===== src/hw/tbo_pkg.sv =====
// package: register map, field positions and reset values of the timer/crystal block
package tbo_pkg;
	// ----------------------------------------------------------------
	// register indices (printed offsets are not word aligned)
	// ----------------------------------------------------------------
	localparam logic [11:0] IDX_AUX_OSC_CTRL   = 12'hfd2;
	localparam logic [11:0] IDX_MAIN_OSC_CTRL  = 12'hfd3;
	localparam logic [11:0] IDX_TIMER_LOW      = 12'hf00;
	localparam logic [11:0] IDX_TIMER_HIGH     = 12'hf01;
	localparam logic [11:0] IDX_FIRST_TIM_CTRL = 12'hf02;
	localparam logic [11:0] IDX_THIRD_TIM_CTRL = 12'hf03;
	localparam logic [11:0] IDX_STATUS         = 12'hf04;

	// ----------------------------------------------------------------
	// field positions
	// ----------------------------------------------------------------
	localparam int BIT_TIMER_ON       = 0;
	localparam int BIT_WIDE_ACCESS    = 1;
	localparam int BIT_CRYSTAL_EN     = 3;
	localparam int LSB_PRESCALE       = 4;
	localparam int BIT_WARMUP_REQ     = 3;
	localparam int BIT_CRYSTAL_RUN    = 6;
	localparam int LSB_CLOCK_SELECT   = 0;
	localparam int BIT_IDLE_ON_SLEEP  = 7;
	localparam logic [1:0] SEL_SECONDARY = 2'h1;

	// ----------------------------------------------------------------
	// reset values and writable masks
	// ----------------------------------------------------------------
	localparam logic [7:0] RST_TIM_CTRL      = 8'h00;
	localparam logic [7:0] RST_MAIN_OSC_CTRL = 8'h00;
	localparam logic [7:0] RST_AUX_OSC_CTRL  = 8'h00;
	localparam logic [7:0] MASK_AUX_OSC_WR   = 8'h08;
	localparam logic [7:0] MASK_MAIN_OSC_WR  = 8'hf3;
	localparam logic [7:0] MASK_TIM_CTRL_WR  = 8'h3b;
	localparam logic [15:0] RST_COUNT        = 16'h0000;
	localparam logic [7:0] RST_BYTE          = 8'h00;
endpackage


===== src/hw/tbo_top.sv =====
// top: APB register file, buffered 16-bit timer access and crystal enable
`timescale 1ns/1ns

module tbo_top (
	input  wire logic        REF_CLK_I,
	input  wire logic        NRST_I,
	input  wire logic        PSEL_I,
	input  wire logic        PENABLE_I,
	input  wire logic        PWRITE_I,
	input  wire logic [13:0] PADDR_I,
	input  wire logic [31:0] PWDATA_I,
	input  wire logic [3:0]  PSTRB_I,
	output logic      [31:0] PRDATA_O,
	output logic             PREADY_O,
	output logic             PSLVERR_O,
	output logic             CRYSTAL_ENABLE_O,
	output logic      [15:0] TIMER_COUNT_O
);
	// ----------------------------------------------------------------
	// state
	// ----------------------------------------------------------------
	logic [7:0]  first_ctrl_r;
	logic [7:0]  third_ctrl_r;
	logic [7:0]  main_osc_r;
	logic [7:0]  aux_osc_r;
	logic [7:0]  high_buf_r;
	logic [15:0] count;
	logic [2:0]  pre;
	logic        crystal_en;
	logic        access;
	logic        wr;
	logic        rd;
	logic        lane0;
	logic [11:0] idx;
	logic        mapped;
	logic        wide;
	logic        load;
	logic [15:0] load_val;
	logic [7:0]  rd_byte;

	// ----------------------------------------------------------------
	// apb decode: single-cycle access phase, pready high only in the cycle after setup
	// ----------------------------------------------------------------
	function automatic logic is_mapped(input logic [11:0] i);
		is_mapped = (i == tbo_pkg::IDX_AUX_OSC_CTRL) || (i == tbo_pkg::IDX_MAIN_OSC_CTRL)
			|| (i == tbo_pkg::IDX_TIMER_LOW) || (i == tbo_pkg::IDX_TIMER_HIGH)
			|| (i == tbo_pkg::IDX_FIRST_TIM_CTRL) || (i == tbo_pkg::IDX_THIRD_TIM_CTRL)
			|| (i == tbo_pkg::IDX_STATUS);
	endfunction

	assign idx    = PADDR_I[13:2];
	assign access = PSEL_I && PENABLE_I;
	assign mapped = is_mapped(idx) && (PADDR_I[1:0] == 2'h0);
	assign wr     = access && PWRITE_I && mapped;
	assign rd     = access && !PWRITE_I && mapped;
	// all registers are one byte wide; lane 0 carries the data
	assign lane0  = PSTRB_I[0];
	assign wide   = first_ctrl_r[tbo_pkg::BIT_WIDE_ACCESS];

	// ----------------------------------------------------------------
	// control registers
	// ----------------------------------------------------------------
	always_ff @(posedge REF_CLK_I or negedge NRST_I) begin
		if (!NRST_I) begin
			first_ctrl_r <= tbo_pkg::RST_TIM_CTRL;
		end else if (wr && lane0 && idx == tbo_pkg::IDX_FIRST_TIM_CTRL) begin
			first_ctrl_r <= PWDATA_I[7:0] & tbo_pkg::MASK_TIM_CTRL_WR;
		end
	end

	always_ff @(posedge REF_CLK_I or negedge NRST_I) begin
		if (!NRST_I) begin
			third_ctrl_r <= tbo_pkg::RST_TIM_CTRL;
		end else if (wr && lane0 && idx == tbo_pkg::IDX_THIRD_TIM_CTRL) begin
			third_ctrl_r <= PWDATA_I[7:0] & tbo_pkg::MASK_TIM_CTRL_WR;
		end
	end

	always_ff @(posedge REF_CLK_I or negedge NRST_I) begin
		if (!NRST_I) begin
			main_osc_r <= tbo_pkg::RST_MAIN_OSC_CTRL;
		end else if (wr && lane0 && idx == tbo_pkg::IDX_MAIN_OSC_CTRL) begin
			main_osc_r <= PWDATA_I[7:0] & tbo_pkg::MASK_MAIN_OSC_WR;
		end
	end

	always_ff @(posedge REF_CLK_I or negedge NRST_I) begin
		if (!NRST_I) begin
			aux_osc_r <= tbo_pkg::RST_AUX_OSC_CTRL;
		end else if (wr && lane0 && idx == tbo_pkg::IDX_AUX_OSC_CTRL) begin
			aux_osc_r <= PWDATA_I[7:0] & tbo_pkg::MASK_AUX_OSC_WR;
		end
	end

	// ----------------------------------------------------------------
	// high-byte buffer
	// ----------------------------------------------------------------
	always_ff @(posedge REF_CLK_I or negedge NRST_I) begin
		if (!NRST_I) begin
			high_buf_r <= tbo_pkg::RST_BYTE;
		end else if (wide && rd && idx == tbo_pkg::IDX_TIMER_LOW) begin
			high_buf_r <= count[15:8];
		end else if (wide && wr && lane0 && idx == tbo_pkg::IDX_TIMER_HIGH) begin
			high_buf_r <= PWDATA_I[7:0];
		end
	end

	// ----------------------------------------------------------------
	// counter load path
	// ----------------------------------------------------------------
	always_comb begin
		load     = 1'b0;
		load_val = count;
		if (wr && lane0 && idx == tbo_pkg::IDX_TIMER_LOW) begin
			load     = 1'b1;
			// buffered: high byte comes only from the buffer
			load_val = {wide ? high_buf_r : count[15:8], PWDATA_I[7:0]};
		end else if (!wide && wr && lane0 && idx == tbo_pkg::IDX_TIMER_HIGH) begin
			load     = 1'b1;
			load_val = {PWDATA_I[7:0], count[7:0]};
		end
	end

	tbo_prescaler u_pre (
		.clk_i       (REF_CLK_I),
		.nrst_i      (NRST_I),
		.run_i       (first_ctrl_r[tbo_pkg::BIT_TIMER_ON]),
		.ratio_i     (first_ctrl_r[tbo_pkg::LSB_PRESCALE +: 2]),
		// only the low-byte write clears, high writes leave it alone
		.clear_pre_i (wr && lane0 && idx == tbo_pkg::IDX_TIMER_LOW),
		.load_i      (load),
		.load_val_i  (load_val),
		.count_o     (count),
		.pre_o       (pre)
	);

	// no start-up wait here; software times crystal settling itself
	tbo_crystal_enable u_xen (
		.clk_i       (REF_CLK_I),
		.nrst_i      (NRST_I),
		.first_en_i  (first_ctrl_r[tbo_pkg::BIT_CRYSTAL_EN]),
		.third_en_i  (third_ctrl_r[tbo_pkg::BIT_CRYSTAL_EN]),
		.warmup_i    (aux_osc_r[tbo_pkg::BIT_WARMUP_REQ]),
		.clock_sel_i (main_osc_r[tbo_pkg::LSB_CLOCK_SELECT +: 2]),
		.enable_o    (crystal_en)
	);

	// ----------------------------------------------------------------
	// read mux
	// ----------------------------------------------------------------
	always_comb begin
		rd_byte = 8'h00;
		unique case (idx)
			tbo_pkg::IDX_TIMER_LOW:      rd_byte = count[7:0];
			tbo_pkg::IDX_TIMER_HIGH:     rd_byte = wide ? high_buf_r : count[15:8];
			tbo_pkg::IDX_FIRST_TIM_CTRL: rd_byte = first_ctrl_r;
			tbo_pkg::IDX_THIRD_TIM_CTRL: rd_byte = third_ctrl_r;
			tbo_pkg::IDX_MAIN_OSC_CTRL:  rd_byte = main_osc_r;
			tbo_pkg::IDX_AUX_OSC_CTRL:
				rd_byte = aux_osc_r | (8'({crystal_en}) << tbo_pkg::BIT_CRYSTAL_RUN);
			tbo_pkg::IDX_STATUS:         rd_byte = {4'h0, crystal_en, pre};
			default:                     rd_byte = 8'h00;
		endcase
	end

	// ----------------------------------------------------------------
	// registered outputs
	// ----------------------------------------------------------------
	always_ff @(posedge REF_CLK_I or negedge NRST_I) begin
		if (!NRST_I) begin
			PRDATA_O  <= 32'h00000000;
			PSLVERR_O <= 1'b0;
		end else begin
			PRDATA_O  <= (PSEL_I && !PENABLE_I && !PWRITE_I) ? {24'h000000, rd_byte} : PRDATA_O;
			PSLVERR_O <= PSEL_I && !PENABLE_I && !(is_mapped(idx) && PADDR_I[1:0] == 2'h0);
		end
	end

	always_ff @(posedge REF_CLK_I or negedge NRST_I) begin
		if (!NRST_I) begin
			PREADY_O <= 1'b0;
		end else begin
			PREADY_O <= PSEL_I && !PENABLE_I;
		end
	end

	always_ff @(posedge REF_CLK_I or negedge NRST_I) begin
		if (!NRST_I) begin
			CRYSTAL_ENABLE_O <= 1'b0;
			TIMER_COUNT_O    <= tbo_pkg::RST_COUNT;
		end else begin
			CRYSTAL_ENABLE_O <= crystal_en;
			TIMER_COUNT_O    <= count;
		end
	end
endmodule // tbo_top


===== src/hw/tbo_prescaler.sv =====
// prescaler and 16-bit counter core for the timer
`timescale 1ns/1ns
module tbo_prescaler (
	input  wire logic        clk_i,
	input  wire logic        nrst_i,
	input  wire logic        run_i,
	input  wire logic [1:0]  ratio_i,
	input  wire logic        clear_pre_i,
	input  wire logic        load_i,
	input  wire logic [15:0] load_val_i,
	output logic      [15:0] count_o,
	output logic      [2:0]  pre_o
);
	logic [2:0] pre_r;
	logic       tick;

	// tick when the prescale count reaches 2^ratio - 1
	always_comb begin
		tick = run_i && ((pre_r & ((3'h1 << ratio_i) - 3'h1)) == ((3'h1 << ratio_i) - 3'h1));
	end

	always_ff @(posedge clk_i or negedge nrst_i) begin
		if (!nrst_i) begin
			pre_r <= 3'h0;
		end else if (clear_pre_i) begin
			pre_r <= 3'h0;
		end else if (run_i) begin
			pre_r <= tick ? 3'h0 : pre_r + 3'h1;
		end
	end

	// a load wins over a count in the same cycle
	always_ff @(posedge clk_i or negedge nrst_i) begin
		if (!nrst_i) begin
			count_o <= tbo_pkg::RST_COUNT;
		end else if (load_i) begin
			count_o <= load_val_i;
		end else if (tick) begin
			count_o <= count_o + 16'h0001;
		end
	end

	assign pre_o = pre_r;
endmodule // tbo_prescaler


===== src/hw/tbo_crystal_enable.sv =====
// enable logic for the secondary crystal oscillator
`timescale 1ns/1ns
module tbo_crystal_enable (
	input  wire logic       clk_i,
	input  wire logic       nrst_i,
	input  wire logic       first_en_i,
	input  wire logic       third_en_i,
	input  wire logic       warmup_i,
	input  wire logic [1:0] clock_sel_i,
	output logic            enable_o
);
	// no power-mode input at all: sleep and idle cannot gate it
	always_ff @(posedge clk_i or negedge nrst_i) begin
		if (!nrst_i) begin
			enable_o <= 1'b0;
		end else begin
			enable_o <= first_en_i | third_en_i
				| warmup_i
				| (clock_sel_i == tbo_pkg::SEL_SECONDARY);
		end
	end
endmodule // tbo_crystal_enable


===== config.mk =====
export PLATFORM = sky130hd
export DESIGN_NAME = tbo_top
export DESIGN_NICKNAME = d
export VERILOG_FILES = /design/src/hw/tbo_pkg.sv /design/src/hw/tbo_top.sv /design/src/hw/tbo_prescaler.sv /design/src/hw/tbo_crystal_enable.sv
export SDC_FILE = /design/constraint.sdc
export NUM_CORES = 1
export LEC_CHECK = 0
export BUFFER_PORTS_ARGS = -buffer_cell sky130_fd_sc_hd__buf_2
export CORE_ASPECT_RATIO = 1.5
export CORE_UTILIZATION = 45
export DETAILED_ROUTE_END_ITERATION = 7
export MAX_ROUTING_LAYER = met4
export PLACE_DENSITY = 0.81
export SLEW_MARGIN = 20
export SYNTH_ARGS = -nofsm -noshare
export SYNTH_HDL_FRONTEND = slang
export SYNTH_SLANG_ARGS = --single-unit

===== constraint.sdc =====
create_clock -name REF_CLK_I -period 4.88 [get_ports REF_CLK_I]
set_input_delay 0.732 -clock REF_CLK_I [delete_from_list [all_inputs] [get_ports REF_CLK_I]]
set_output_delay 0.732 -clock REF_CLK_I [all_outputs]
set_load 0.01 [all_outputs]

==> results of run 1 <==
-- stage by stage --
stage	area (um2)	setup WS, ns	hold slack [ns]	total power [uW]
finish	4450	1.88	0.455	1320
global placement	4160	1.61	0.441	686
floorplan	3970	2.29	0.352	660
CTS	4440	1.89	0.452	1320
detailed placement	4160	1.59	0.440	688
global route	4450	1.81	0.462	1360
-- layout by cell type (no fill, tap or decap), types with 5 or more instances in the layout --
master	Yosys	layout
sky130_fd_sc_hd__clkbuf_16	0	9
sky130_fd_sc_hd__conb_1	1	24
sky130_fd_sc_hd__nand4_1	9	9
sky130_fd_sc_hd__nand3_1	13	13
sky130_fd_sc_hd__and3_1	7	7
sky130_fd_sc_hd__buf_2	3	54
sky130_fd_sc_hd__a32o_1	5	5
sky130_fd_sc_hd__inv_1	7	7
sky130_fd_sc_hd__buf_4	24	5
sky130_fd_sc_hd__mux2i_1	20	20
sky130_fd_sc_hd__mux2_2	23	23
sky130_fd_sc_hd__a21oi_1	17	17
sky130_fd_sc_hd__o21ai_0	24	24
sky130_fd_sc_hd__nand2_1	30	30
sky130_fd_sc_hd__dfrtp_1	72	72
sky130_fd_sc_hd__nor2_1	16	16
sky130_fd_sc_hd__nor3_1	6	6
-- how the worst max path moves through the flow --
stage / to
final: u_pre.count_o[13]
after global routing: u_pre.count_o[6]
after CTS: u_pre.count_o[7]
after detailed placement: u_pre.count_o[7]
after global placement: u_pre.count_o[7]
after floorplan: u_pre.count_o[2]
-- registers in the layout, summed over array words and instances, names as in the netlist --
| register | flops |
|---|---|
| CRYSTAL_ENABLE_O | 1 |
| PRDATA_O | 8 |
| u_pre.pre_o | 3 |
| high_buf_r | 8 |
| PSLVERR_O | 1 |
| u_xen.enable_o | 1 |
| main_osc_r | 6 |
| aux_osc_r | 1 |
| PREADY_O | 1 |
| first_ctrl_r | 5 |
| third_ctrl_r | 5 |
| TIMER_COUNT_O | 16 |
| u_pre.count_o | 16 |
-- report_power, final --
group | internal [uW] | switching (uW) | leakage [uW]
clock | 403 | 235 | 0.000145
sequential | 601 | 1.72 | 0.000890
combinational | 21.1 | 54.5 | 0.000920
total | 1030 | 292 | 0.00196
-- synthesized netlist by cell type (all sizes together), types with 2 or more instances --
library cell,instances,area (um2)
and2,2,12.5
buf,28,206
clkbuf,13,48.8
a21oi,17,85.1
o221ai,4,35.0
nor2,16,60.1
nor3b,2,15.0
inv,7,26.3
nor2b,2,12.5
nand3,13,65.1
nor4,8,101
a211o,4,35.0
o21ai,24,120
dfrtp,72,1800
mux2i,20,200
a32oi,2,17.5
xor2,4,35.0
nand4,9,56.3
a221o,2,20.0
a22oi,2,15.0
and4,3,26.3
and3,7,43.8
a32o,5,50.1
a311oi,2,17.5
or4,3,22.5
o211ai,2,15.0
nor3,6,30.0
a2bb2oi,2,17.5
nor4b,2,17.5
nand2b,3,18.8
mux2,23,259
ha,2,25.0
or2,3,18.8
a21o,3,22.5
o22ai,3,18.8
xnor2,3,26.3
nand2,30,113
-- cell families (layout without fill, tap and decap cells) --
logic type / after synthesis / after routing
simple gates: 115 / 115
compound gates: 84 / 84
flops: 72 / 72
buf+inv: 49 / 82
mux: 43 / 43
xor+xnor: 7 / 7
fa+ha+maj: 2 / 2
other cells: 1 / 24
-- metal layers --
layer  global-route usage [%]  share of wire (%)  wire length, um
met5                        -                  0                0
met4                     15.7                4.9              474
met3                     4.41                5.7              551
met1                     25.4                 38             3650
met2                     39.2                 51             4910
-- cell type report --
| cell class | instances | area, um2 |
|---|---|---|
| Fill cell | 753 | 3960 |
| Multi-Input combinational cell | 275 | 1890 |
| Sequential cell | 72 | 1800 |
| Timing Repair Buffer | 59 | 308 |
| Clock buffer | 11 | 243 |
| Tap cell | 107 | 134 |
| Clock inverter | 4 | 45.0 |
| Inverter | 8 | 30.0 |
==> flow_metrics.py, run 1 <==
metrics = {
    "floorplanning": {
        "floorplan.initialDensity_pct": 46.2,
        "floorplan.rows": 41,
        "number_of_i_o_pins": 106,
        "coreArea_um2": 8410,
        "die_y_um": 116,
        "die_w_um": 77.9,
        "overall_die_area_um2": 9010,
    },
    "power": {
        "worst_ir_drop_vdd_uv": 219,
        "power.density_nw_per_um2": 296,
        "total_leakage_power_uw": 0.00196,
    },
    "synthesis": {
        "synth_flop_cell": "sky130_fd_sc_hd__dfrtp_1",
        "synth-seq-area-share_pct": 46.4,
        "dominant_combinational_cell_family_by_area_after_synthesis": "simple AND/OR/NAND/NOR gates",
        "synth_fa_ha_area_share_pct": 0.644,
        "synth.yosys.warnings": 0,
        "netlist-cell-type-count": 61,
        "postSynthRegisterBits": 72,
        "post_synth_instance_area_um2": 3880,
        "synth_simple_gate_area_share_pct": 17.2,
        "synthesis.area_per_instance_um2": 10.4,
        "ys_async_sr_fraction_pct": 100,
        "synth_edf_count": 0,
        "synth.mux.area_fraction_pct": 11.8,
        "postSynthCellCount": 373,
        "synth_xor_area_share_pct": 1.58,
        "area_fraction_in_compound_gates_after_synthesis_pct": 14.9,
    },
    "drt": {
        "ant_nets": 0,
        "route.vias.total": 3138,
        "route.final.wire_length_mm": 9.59,
        "drcViolationCount": 0,
        "detailedRoute.firstPassIterationCount": 5,
        "dr.first_iter.drc_count": 256,
        "routed_via_density": 5.85,
        "wl_per_cell_um": 17.9,
    },
    "place": {
        "detailedPlacementHpwl_mm": 6.92,
        "io_buffers": 54,
        "place.gp.congestion": 0.919,
        "dp_cells": 521,
    },
    "setup_path": {
        "worst_path_most_repeated_cell": "sky130_fd_sc_hd__buf_4",
        "cp.depth": 8,
        "worst_r2r_path_depth": 4,
        "worst_path_largest_cell_delay_ns": 0.70,
        "critPathBufInv": 3,
        "worst_ep_arrival_time_ns": 3.22,
        "end_kind": "flip-flop",
        "crit_required_ns": 5.10,
        "timing.critical_path.max_delay_family": "simple AND/OR/NAND/NOR gates",
        "crit_path_cell_trace": "buf_2, or4_1, nor4_4, buf_4, and2_1, buf_4, a21oi_1, mux2_2",
        "worstPathMaxFanout": 16,
        "worstReg2RegEnd": "u_pre.count_o[7]",
        "launch_instance_of_the_worst_register_to_register_path": "first_ctrl_r[1]",
        "crit_path_top_delay_cell": "sky130_fd_sc_hd__or4_1",
        "regToRegSetupSlack_ns": 2.63,
        "worst_setup_path_startpoint": "PADDR_I[7]",
        "critical_path.startpoint_type": "input port",
        "criticalPathCategory": "input port to flip-flop",
    },
    "clock_tree": {
        "clk_path_buf_depth": 2,
        "h-tree-depth": 3,
        "root_buffer": "sky130_fd_sc_hd__clkbuf_16",
        "cts.repair.resized": 0,
        "cts_tree": "done",
        "postCtsSetupRepairBufs": 0,
        "cts_made_buffers": 9,
        "clock_insertion_delay_worst_skew_ns": 0.34,
        "worst_setup_hold_path_clk_slew_ns": 0.05,
        "clock-sinks": 72,
        "number_of_hold_buffers_added_after_cts": 0,
    },
    "timing": {
        "timing_hold_violations_final": 0,
        "setup_tns_ns": 0,
        "finalCritPeriodShare_pct": 61.5,
        "rsz0062_at_grt": "false",
        "final_max_slew_viol_count": 0,
        "finalSetupViolCount": 0,
        "max_freq_ghz": 0.333,
        "timing_worst_slew_pin_value_ns": 0.828,
        "clock-skew-final_ns": 0.00400,
        "slew-limit-headroom_pct": 44.8,
        "shortest_period_the_worst_path_allows_ns": 3.00,
    },
    "hold_path": {
        "min_delay_worst_endpoint": "TIMER_COUNT_O[15]",
        "worst_hold_path_type": "flip-flop to flip-flop",
        "holdPathStages": 0,
        "worst_hold_startpoint": "u_pre.count_o[15]",
    },
    "global_route": {
        "pin_count_of_the_biggest_net_entering_global_routing": 39,
        "first_global_vias": 3024,
        "global_route.overflow_total": 0,
        "grt_first_pass_wirelength_mm": 15.3,
        "grt_antenna_before_repair": 0,
        "groute.usage.overall_pct": 23.5,
    },
    "final_layout": {
        "layout.cells.non_filler": 536,
        "utilization_pct": 52.9,
        "post_route_cells_drive_above_1_share_pct": 24.7,
        "area_overhead_vs_synth_pct": 14.6,
        "antenna_cells_inserted": 0,
        "nets": 482,
    },
    "job": {
        "cap_viol_max_count": 0,
    },
    "run_status": {
        "status": "finished, final reports clean",
    },
}
Note: power is estimated with default switching activity, not from simulation.
==> run 2: changes to the inputs <==
--- a/config.mk
+++ b/config.mk
@@ -10,7 +10,7 @@
 export CORE_UTILIZATION = 45
 export DETAILED_ROUTE_END_ITERATION = 7
 export MAX_ROUTING_LAYER = met4
-export PLACE_DENSITY = 0.81
+export PLACE_DENSITY = 0.84
 export SLEW_MARGIN = 20
 export SYNTH_ARGS = -nofsm -noshare
 export SYNTH_HDL_FRONTEND = slang
==> constraint.sdc (replaced) <==
create_clock -name REF_CLK_I -period 2.7 [get_ports REF_CLK_I]
set_input_delay 0.405 -clock REF_CLK_I [delete_from_list [all_inputs] [get_ports REF_CLK_I]]
set_output_delay 0.405 -clock REF_CLK_I [all_outputs]
set_load 0.01 [all_outputs]
==> run 2 against run 1 <==
Count of clock-buffer cells in the layout up 1. Core utilization up 1.6 points. Non-clock buffer count increased by 11. Clock skew up 0.0036 ns. Total power up 93%. Critical path depth shrank 1. Setup slack got worse by 1.5 ns. Register-to-register slack worse by 1.9 ns. Highest routed layer unchanged.
==> flow_metrics.py, run 2 (synthesis results as in run 1) <==
metrics = {
    "timing": {
        "finalSetupViolCount": 0,
        "rsz0062_at_grt": "false",
        "final_max_slew_viol_count": 0,
        "slew-limit-headroom_pct": 44.9,
        "clock-skew-final_ns": 0.00761,
        "max_freq_ghz": 0.432,
        "timing_hold_violations_final": 0,
        "shortest_period_the_worst_path_allows_ns": 2.31,
        "timing.hold.ws_ns": 0.0739,
        "timing_worst_slew_pin_value_ns": 0.805,
        "setup_tns_ns": 0,
        "finalCritPeriodShare_pct": 85.6,
    },
    "final_layout": {
        "multiInputGateArea_um2": 1880,
        "commonest_cells_after_routing_fill_and_taps_aside": "sky130_fd_sc_hd__dfrtp_1, sky130_fd_sc_hd__buf_2, sky130_fd_sc_hd__nand2_1",
        "nets": 493,
        "register_area_um2": 1800,
        "mostFrequentLayoutCell": "sky130_fd_sc_hd__dfrtp_1",
        "post_route_cells_drive_above_1_share_pct": 26.5,
        "area_overhead_vs_synth_pct": 18.0,
        "layout_top_registers": "TIMER_COUNT_O (16), u_pre.count_o (16)",
        "nFillCells": 717,
        "antenna_cells_inserted": 0,
    },
    "power": {
        "p_int_uw": 1990,
        "netSwitchingFraction_pct": 22.0,
        "clockPowerShare_pct": 51.6,
        "sequentialPowerShare_pct": 42.8,
        "worst_ir_drop_vdd_uv": 304,
        "fraction_of_power_consumed_by_combinational_cells_pct": 5.6,
        "switchingPower_uw": 560,
        "total_leakage_power_uw": 0.00203,
        "power.density_nw_per_um2": 556,
    },
    "clock_tree": {
        "cts.repair.resized": 0,
        "clock_insertion_delay_worst_skew_ns": 0.35,
        "cts_made_buffers": 9,
        "postCtsSetupRepairBufs": 0,
        "root_buffer": "sky130_fd_sc_hd__clkbuf_16",
        "worst_setup_hold_path_clk_slew_ns": 0.06,
        "clk_path_buf_depth": 2,
        "number_of_hold_buffers_added_after_cts": 0,
        "cts_tree": "done",
        "h-tree-depth": 3,
        "clock-sinks": 72,
    },
    "global_route": {
        "groute.usage.overall_pct": 25.4,
        "grt_first_pass_wirelength_mm": 16.5,
        "first_global_vias": 3327,
        "pin_count_of_the_biggest_net_entering_global_routing": 73,
        "grt_antenna_before_repair": 0,
        "global_route.overflow_total": 0,
    },
    "floorplanning": {
        "die_y_um": 116,
        "floorplan.rows": 41,
        "number_of_i_o_pins": 106,
        "floorplan.initialDensity_pct": 46.2,
        "overall_die_area_um2": 9010,
        "die_w_um": 77.9,
        "coreArea_um2": 8410,
    },
    "drt": {
        "route.vias.total": 3361,
        "ant_nets": 0,
        "wl_per_cell_um": 18.8,
        "routed_via_density": 6.13,
        "route.final.wire_length_mm": 10.3,
        "drcViolationCount": 0,
        "dr.first_iter.drc_count": 356,
        "detailedRoute.firstPassIterationCount": 6,
    },
    "place": {
        "io_buffers": 54,
        "detailedPlacementHpwl_mm": 7.36,
        "place.gp.congestion": 0.933,
    },
    "setup_path": {
        "crit_path_top_delay_cell": "sky130_fd_sc_hd__or4_1",
        "launch_instance_of_the_worst_register_to_register_path": "first_ctrl_r[1]",
        "worst_r2r_path_depth": 5,
        "worst_setup_path_startpoint": "PADDR_I[7]",
        "regToRegSetupSlack_ns": 0.73,
        "criticalPathCategory": "input port to flip-flop",
        "worstReg2RegEnd": "high_buf_r[2]",
        "crit_path_cell_trace": "buf_2, or4_1, nor4_4, nand3_1, buf_4, nor4b_1, a211o_1",
        "cp-endpoint": "u_pre.count_o[7]",
        "critical_path.startpoint_type": "input port",
        "worst_ep_arrival_time_ns": 2.55,
        "end_kind": "flip-flop",
        "crit_required_ns": 2.93,
        "worstPathMaxFanout": 6,
        "worst_path_largest_cell_delay_ns": 0.66,
    },
    "run_status": {
        "status": "finished, final reports clean",
    },
    "job": {
        "cap_viol_max_count": 0,
    },
    "hold_path": {
        "worst_hold_path_type": "input port to async pin",
    },
}
==> run 2: cell count changes in the layout (fill, tap and decap cells not counted), sizes merged <==
| cell | before | now |
|---|---|---|
| bufinv | 1 | 2 |
| clkinv | 4 | 2 |
| buf | 59 | 70 |
| clkinvlp | 0 | 1 |
| clkbuf | 11 | 12 |
==> run 2: cell type report <==
class	count	area share, %
clock buffer	12	5.59
clock inverter	4	1.66
inverter	8	0.655
multi-input combinational	275	41.1
sequential	72	39.3
tap	107	2.92
timing repair buffer	70	8.79
==> run 2: per-layer routing <==
layer  GRT usage [%]  share of wire (%)  up-vias
li1                -                  -     1484
met1            26.9                 36     1599
met2            41.4                 50      213
met3            5.12                6.8       65
met4            19.6                7.4        0
met5               -                  0        -
==> run 2: critical path: cells and delay by family <==
family / cells / cell delay, ns
and+or+nand+nor: 4 / 1.48
AOI/OAI and AO/OA: 1 / 0.28
buffers and inverters: 2 / 0.38
==> run 2: metrics by stage <==
stage	setup WS, ns	cells	util (%)	total power, uW	instance area (um2)
after floorplan	0.437	396	-	1190	3970
after global placement	0.0951	532	50.5	1250	4250
after detailed placement	0.0879	532	50.5	1250	4250
after CTS	0.417	548	54.5	2550	4580
after global routing	0.344	548	54.5	2620	4580
final	0.388	548	54.5	2550	4580
==> run 2: worst min-delay path by stage <==
stage                            startpoint                 to  slack, ns  depth (start not counted)
after global placement    u_pre.count_o[15]  TIMER_COUNT_O[15]       0.43                          0
final                                NRST_I  TIMER_COUNT_O[15]       0.07                          2
after detailed placement     u_xen.enable_o   CRYSTAL_ENABLE_O       0.44                          0
after CTS                            NRST_I   TIMER_COUNT_O[9]        0.1                          2
after floorplan                      NRST_I   CRYSTAL_ENABLE_O       0.11                          0
after global routing                 NRST_I   TIMER_COUNT_O[9]       0.11                          2
==> run 2: power by group through the flow <==
stage,Clock (uW),Combinational (uW),Sequential (uW)
floorplan,0,79.6,1110
global placement,0,136,1110
detailed placement,0,140,1110
CTS,1320,142,1090
global route,1380,155,1090
finish,1320,144,1090
==> run 3: changes to the inputs <==
==> constraint.sdc (replaced) <==
create_clock -name REF_CLK_I -period 2.1 [get_ports REF_CLK_I]
set_input_delay 0.315 -clock REF_CLK_I [delete_from_list [all_inputs] [get_ports REF_CLK_I]]
set_output_delay 0.315 -clock REF_CLK_I [all_outputs]
set_load 0.01 [all_outputs]
==> run 3 against run 2 <==
The flow now finishes with violations (negative hold slack). Sequential share of layout area is 1.9 points lower. Setup slack worse by 0.34 ns. Cell count is 5.7% higher. Routed wire length is 2.3% higher. First-iteration DRC count is 15% higher. Sequential cell count stayed put. Clock skew hardly changed. Non-clock buffer count is 31 higher. Sequential power is 28% higher. Total power is 25% higher. Critical endpoint is now u_pre.count_o[6]. Largest power group unchanged. Highest routed layer unchanged.
==> flow_metrics.py, run 3 (synthesis results as in run 1) <==
metrics = {
    "timing": {
        "final_max_slew_viol_count": 0,
        "timing_worst_slew_pin_value_ns": 0.518,
        "slew-limit-headroom_pct": 64.6,
        "max_freq_ghz": 0.488,
        "shortest_period_the_worst_path_allows_ns": 2.05,
        "finalSetupViolCount": 0,
        "clock-skew-final_ns": 0.00806,
        "finalCritPeriodShare_pct": 97.5,
        "timing.hold.ws_ns": -0.00791,
        "timing_hold_violations_final": 20,
        "rsz0062_at_grt": "false",
    },
    "clock_tree": {
        "root_buffer": "sky130_fd_sc_hd__clkbuf_16",
        "clock_insertion_delay_worst_skew_ns": 0.34,
        "worst_setup_hold_path_clk_slew_ns": 0.06,
        "number_of_hold_buffers_added_after_cts": 0,
        "cts_made_buffers": 9,
        "cts.repair.resized": 0,
        "cts_tree": "done",
        "clk_path_buf_depth": 2,
        "h-tree-depth": 3,
        "clock-sinks": 72,
        "postCtsSetupRepairBufs": 0,
    },
    "place": {
        "dp_cells": 563,
        "place.gp.congestion": 0.920,
        "io_buffers": 54,
        "detailedPlacementHpwl_mm": 7.64,
    },
    "drt": {
        "wl_per_cell_um": 18.2,
        "routed_via_density": 5.84,
        "ant_nets": 0,
        "route.final.wire_length_mm": 10.5,
        "dr.first_iter.drc_count": 411,
        "drcViolationCount": 0,
        "detailedRoute.firstPassIterationCount": 5,
        "route.vias.total": 3384,
    },
    "power": {
        "switchingPower_uw": 716,
        "sequentialPowerShare_pct": 43.8,
        "fraction_of_power_consumed_by_combinational_cells_pct": 6.2,
        "total_leakage_power_uw": 0.00217,
        "p_int_uw": 2480,
        "worst_ir_drop_vdd_uv": 489,
        "clockPowerShare_pct": 49.9,
        "power.density_nw_per_um2": 663,
        "netSwitchingFraction_pct": 22.4,
    },
    "final_layout": {
        "commonest_cells_after_routing_fill_and_taps_aside": "sky130_fd_sc_hd__dfrtp_1, sky130_fd_sc_hd__buf_2, sky130_fd_sc_hd__buf_4",
        "mostFrequentLayoutCell": "sky130_fd_sc_hd__dfrtp_1",
        "multiInputGateArea_um2": 1900,
        "utilization_pct": 57.3,
        "antenna_cells_inserted": 0,
        "nets": 524,
        "layout.cells.non_filler": 579,
        "nFillCells": 725,
        "layout_top_registers": "TIMER_COUNT_O (16), u_pre.count_o (16)",
        "post_route_cells_drive_above_1_share_pct": 32.0,
        "area_overhead_vs_synth_pct": 24.2,
        "register_area_um2": 1800,
    },
    "global_route": {
        "global_route.overflow_total": 0,
        "groute.usage.overall_pct": 25.8,
        "first_global_vias": 3230,
        "grt_antenna_before_repair": 0,
        "pin_count_of_the_biggest_net_entering_global_routing": 73,
        "globalRouteMet1Util_pct": 29.4,
        "grt_first_pass_wirelength_mm": 16.8,
        "global_route.peak_usage_layer": "met2",
        "global_route.usage.met3_pct": 3.54,
        "global_route.usage.met2_pct": 42.7,
    },
    "setup_path": {
        "critical_path.startpoint_type": "input port",
        "criticalPathCategory": "input port to flip-flop",
        "worst_ep_arrival_time_ns": 2.27,
        "crit_required_ns": 2.32,
        "end_kind": "flip-flop",
        "worstPathMaxFanout": 7,
    },
    "floorplanning": {
        "overall_die_area_um2": 9010,
        "floorplan.initialDensity_pct": 46.2,
        "coreArea_um2": 8410,
        "die_y_um": 116,
        "floorplan.rows": 41,
        "number_of_i_o_pins": 106,
        "die_w_um": 77.9,
    },
    "run_status": {
        "violated_checks": "negative hold slack",
        "status": "complete, but fails checks",
    },
    "hold_path": {
        "worst_hold_path_type": "input port to async pin",
    },
    "job": {
        "cap_viol_max_count": 0,
    },
}
-- run 3: cell count changes in the layout (fill, tap and decap cells not counted), sizes merged --
cell and change:
bufinv -1, clkinv +1, buf +31
-- run 3: worst paths after layout --
| check | from | end | slack (ns) | cells past startpoint |
|---|---|---|---|---|
| setup / recovery | PADDR_I[1] | u_pre.count_o[6] | 0.05 | 8 |
| hold / removal | NRST_I | TIMER_COUNT_O[10] | -0.008 | 2 |
| setup reg to reg | first_ctrl_r[5] | u_pre.count_o[6] | 0.14 | 7 |
| hold reg to reg | u_pre.count_o[15] | TIMER_COUNT_O[15] | 0.45 | 0 |
| max in group asynchronous | NRST_I | main_osc_r[1] | 1.79 | 2 |
| min in group REF_CLK_I | PSEL_I | PREADY_O | 0.26 | 3 |
-- run 3: final cells by class --
type                       count  area share (%)
multi-input combinational    275            39.5
sequential                    72            37.4
inverter                       8           0.623
tap                          107            2.78
clock inverter                 4            1.06
timing repair buffer         101            13.2
clock buffer                  12            5.53
-- run 3: metrics by stage --
step | cell area, um2 | power [uW] | worst slack [ns] | setup TNS, ns | hold slack [ns]
after detailed placement | 4490 | 1620 | -0.202 | -2.77 | 0.374
after global placement | 4490 | 1620 | -0.160 | -1.87 | 0.362
after floorplan | 4000 | 1530 | -0.0175 | -0.0222 | 0.0194
after CTS | 4810 | 3210 | 0.0326 | 0 | 0.0216
final | 4820 | 3200 | 0.0518 | 0 | -0.00791
after global routing | 4820 | 3310 | 0.00714 | 0 | 0.0355
-- run 3: power groups by stage --
| stage | Sequential [uW] | Clock, uW | Combinational, uW |
|---|---|---|---|
| after floorplan | 1430 | 0 | 104 |
| after global placement | 1430 | 0 | 193 |
| after detailed placement | 1430 | 0 | 198 |
| after CTS | 1400 | 1610 | 199 |
| after global routing | 1400 | 1690 | 219 |
| final | 1400 | 1600 | 200 |
-- run 3: routing by layer --
metal | routed length, um | share of wire [%] | up-vias
met3 | 578 | 5.5 | 42
met2 | 5310 | 50 | 163
met4 | 571 | 5.4 | 0
met1 | 4060 | 39 | 1648
li1 | - | - | 1531
met5 | 0 | 0 | -
-- run 3: worst max-delay path: stages --
cell and delay [ns]:
sky130_fd_sc_hd__buf_2 0.10, sky130_fd_sc_hd__nor4bb_1 0.30, sky130_fd_sc_hd__buf_4 0.17, sky130_fd_sc_hd__and3_1 0.40, sky130_fd_sc_hd__and2_1 0.37, sky130_fd_sc_hd__nor2_1 0.13, sky130_fd_sc_hd__buf_4 0.17, sky130_fd_sc_hd__a221o_1 0.30
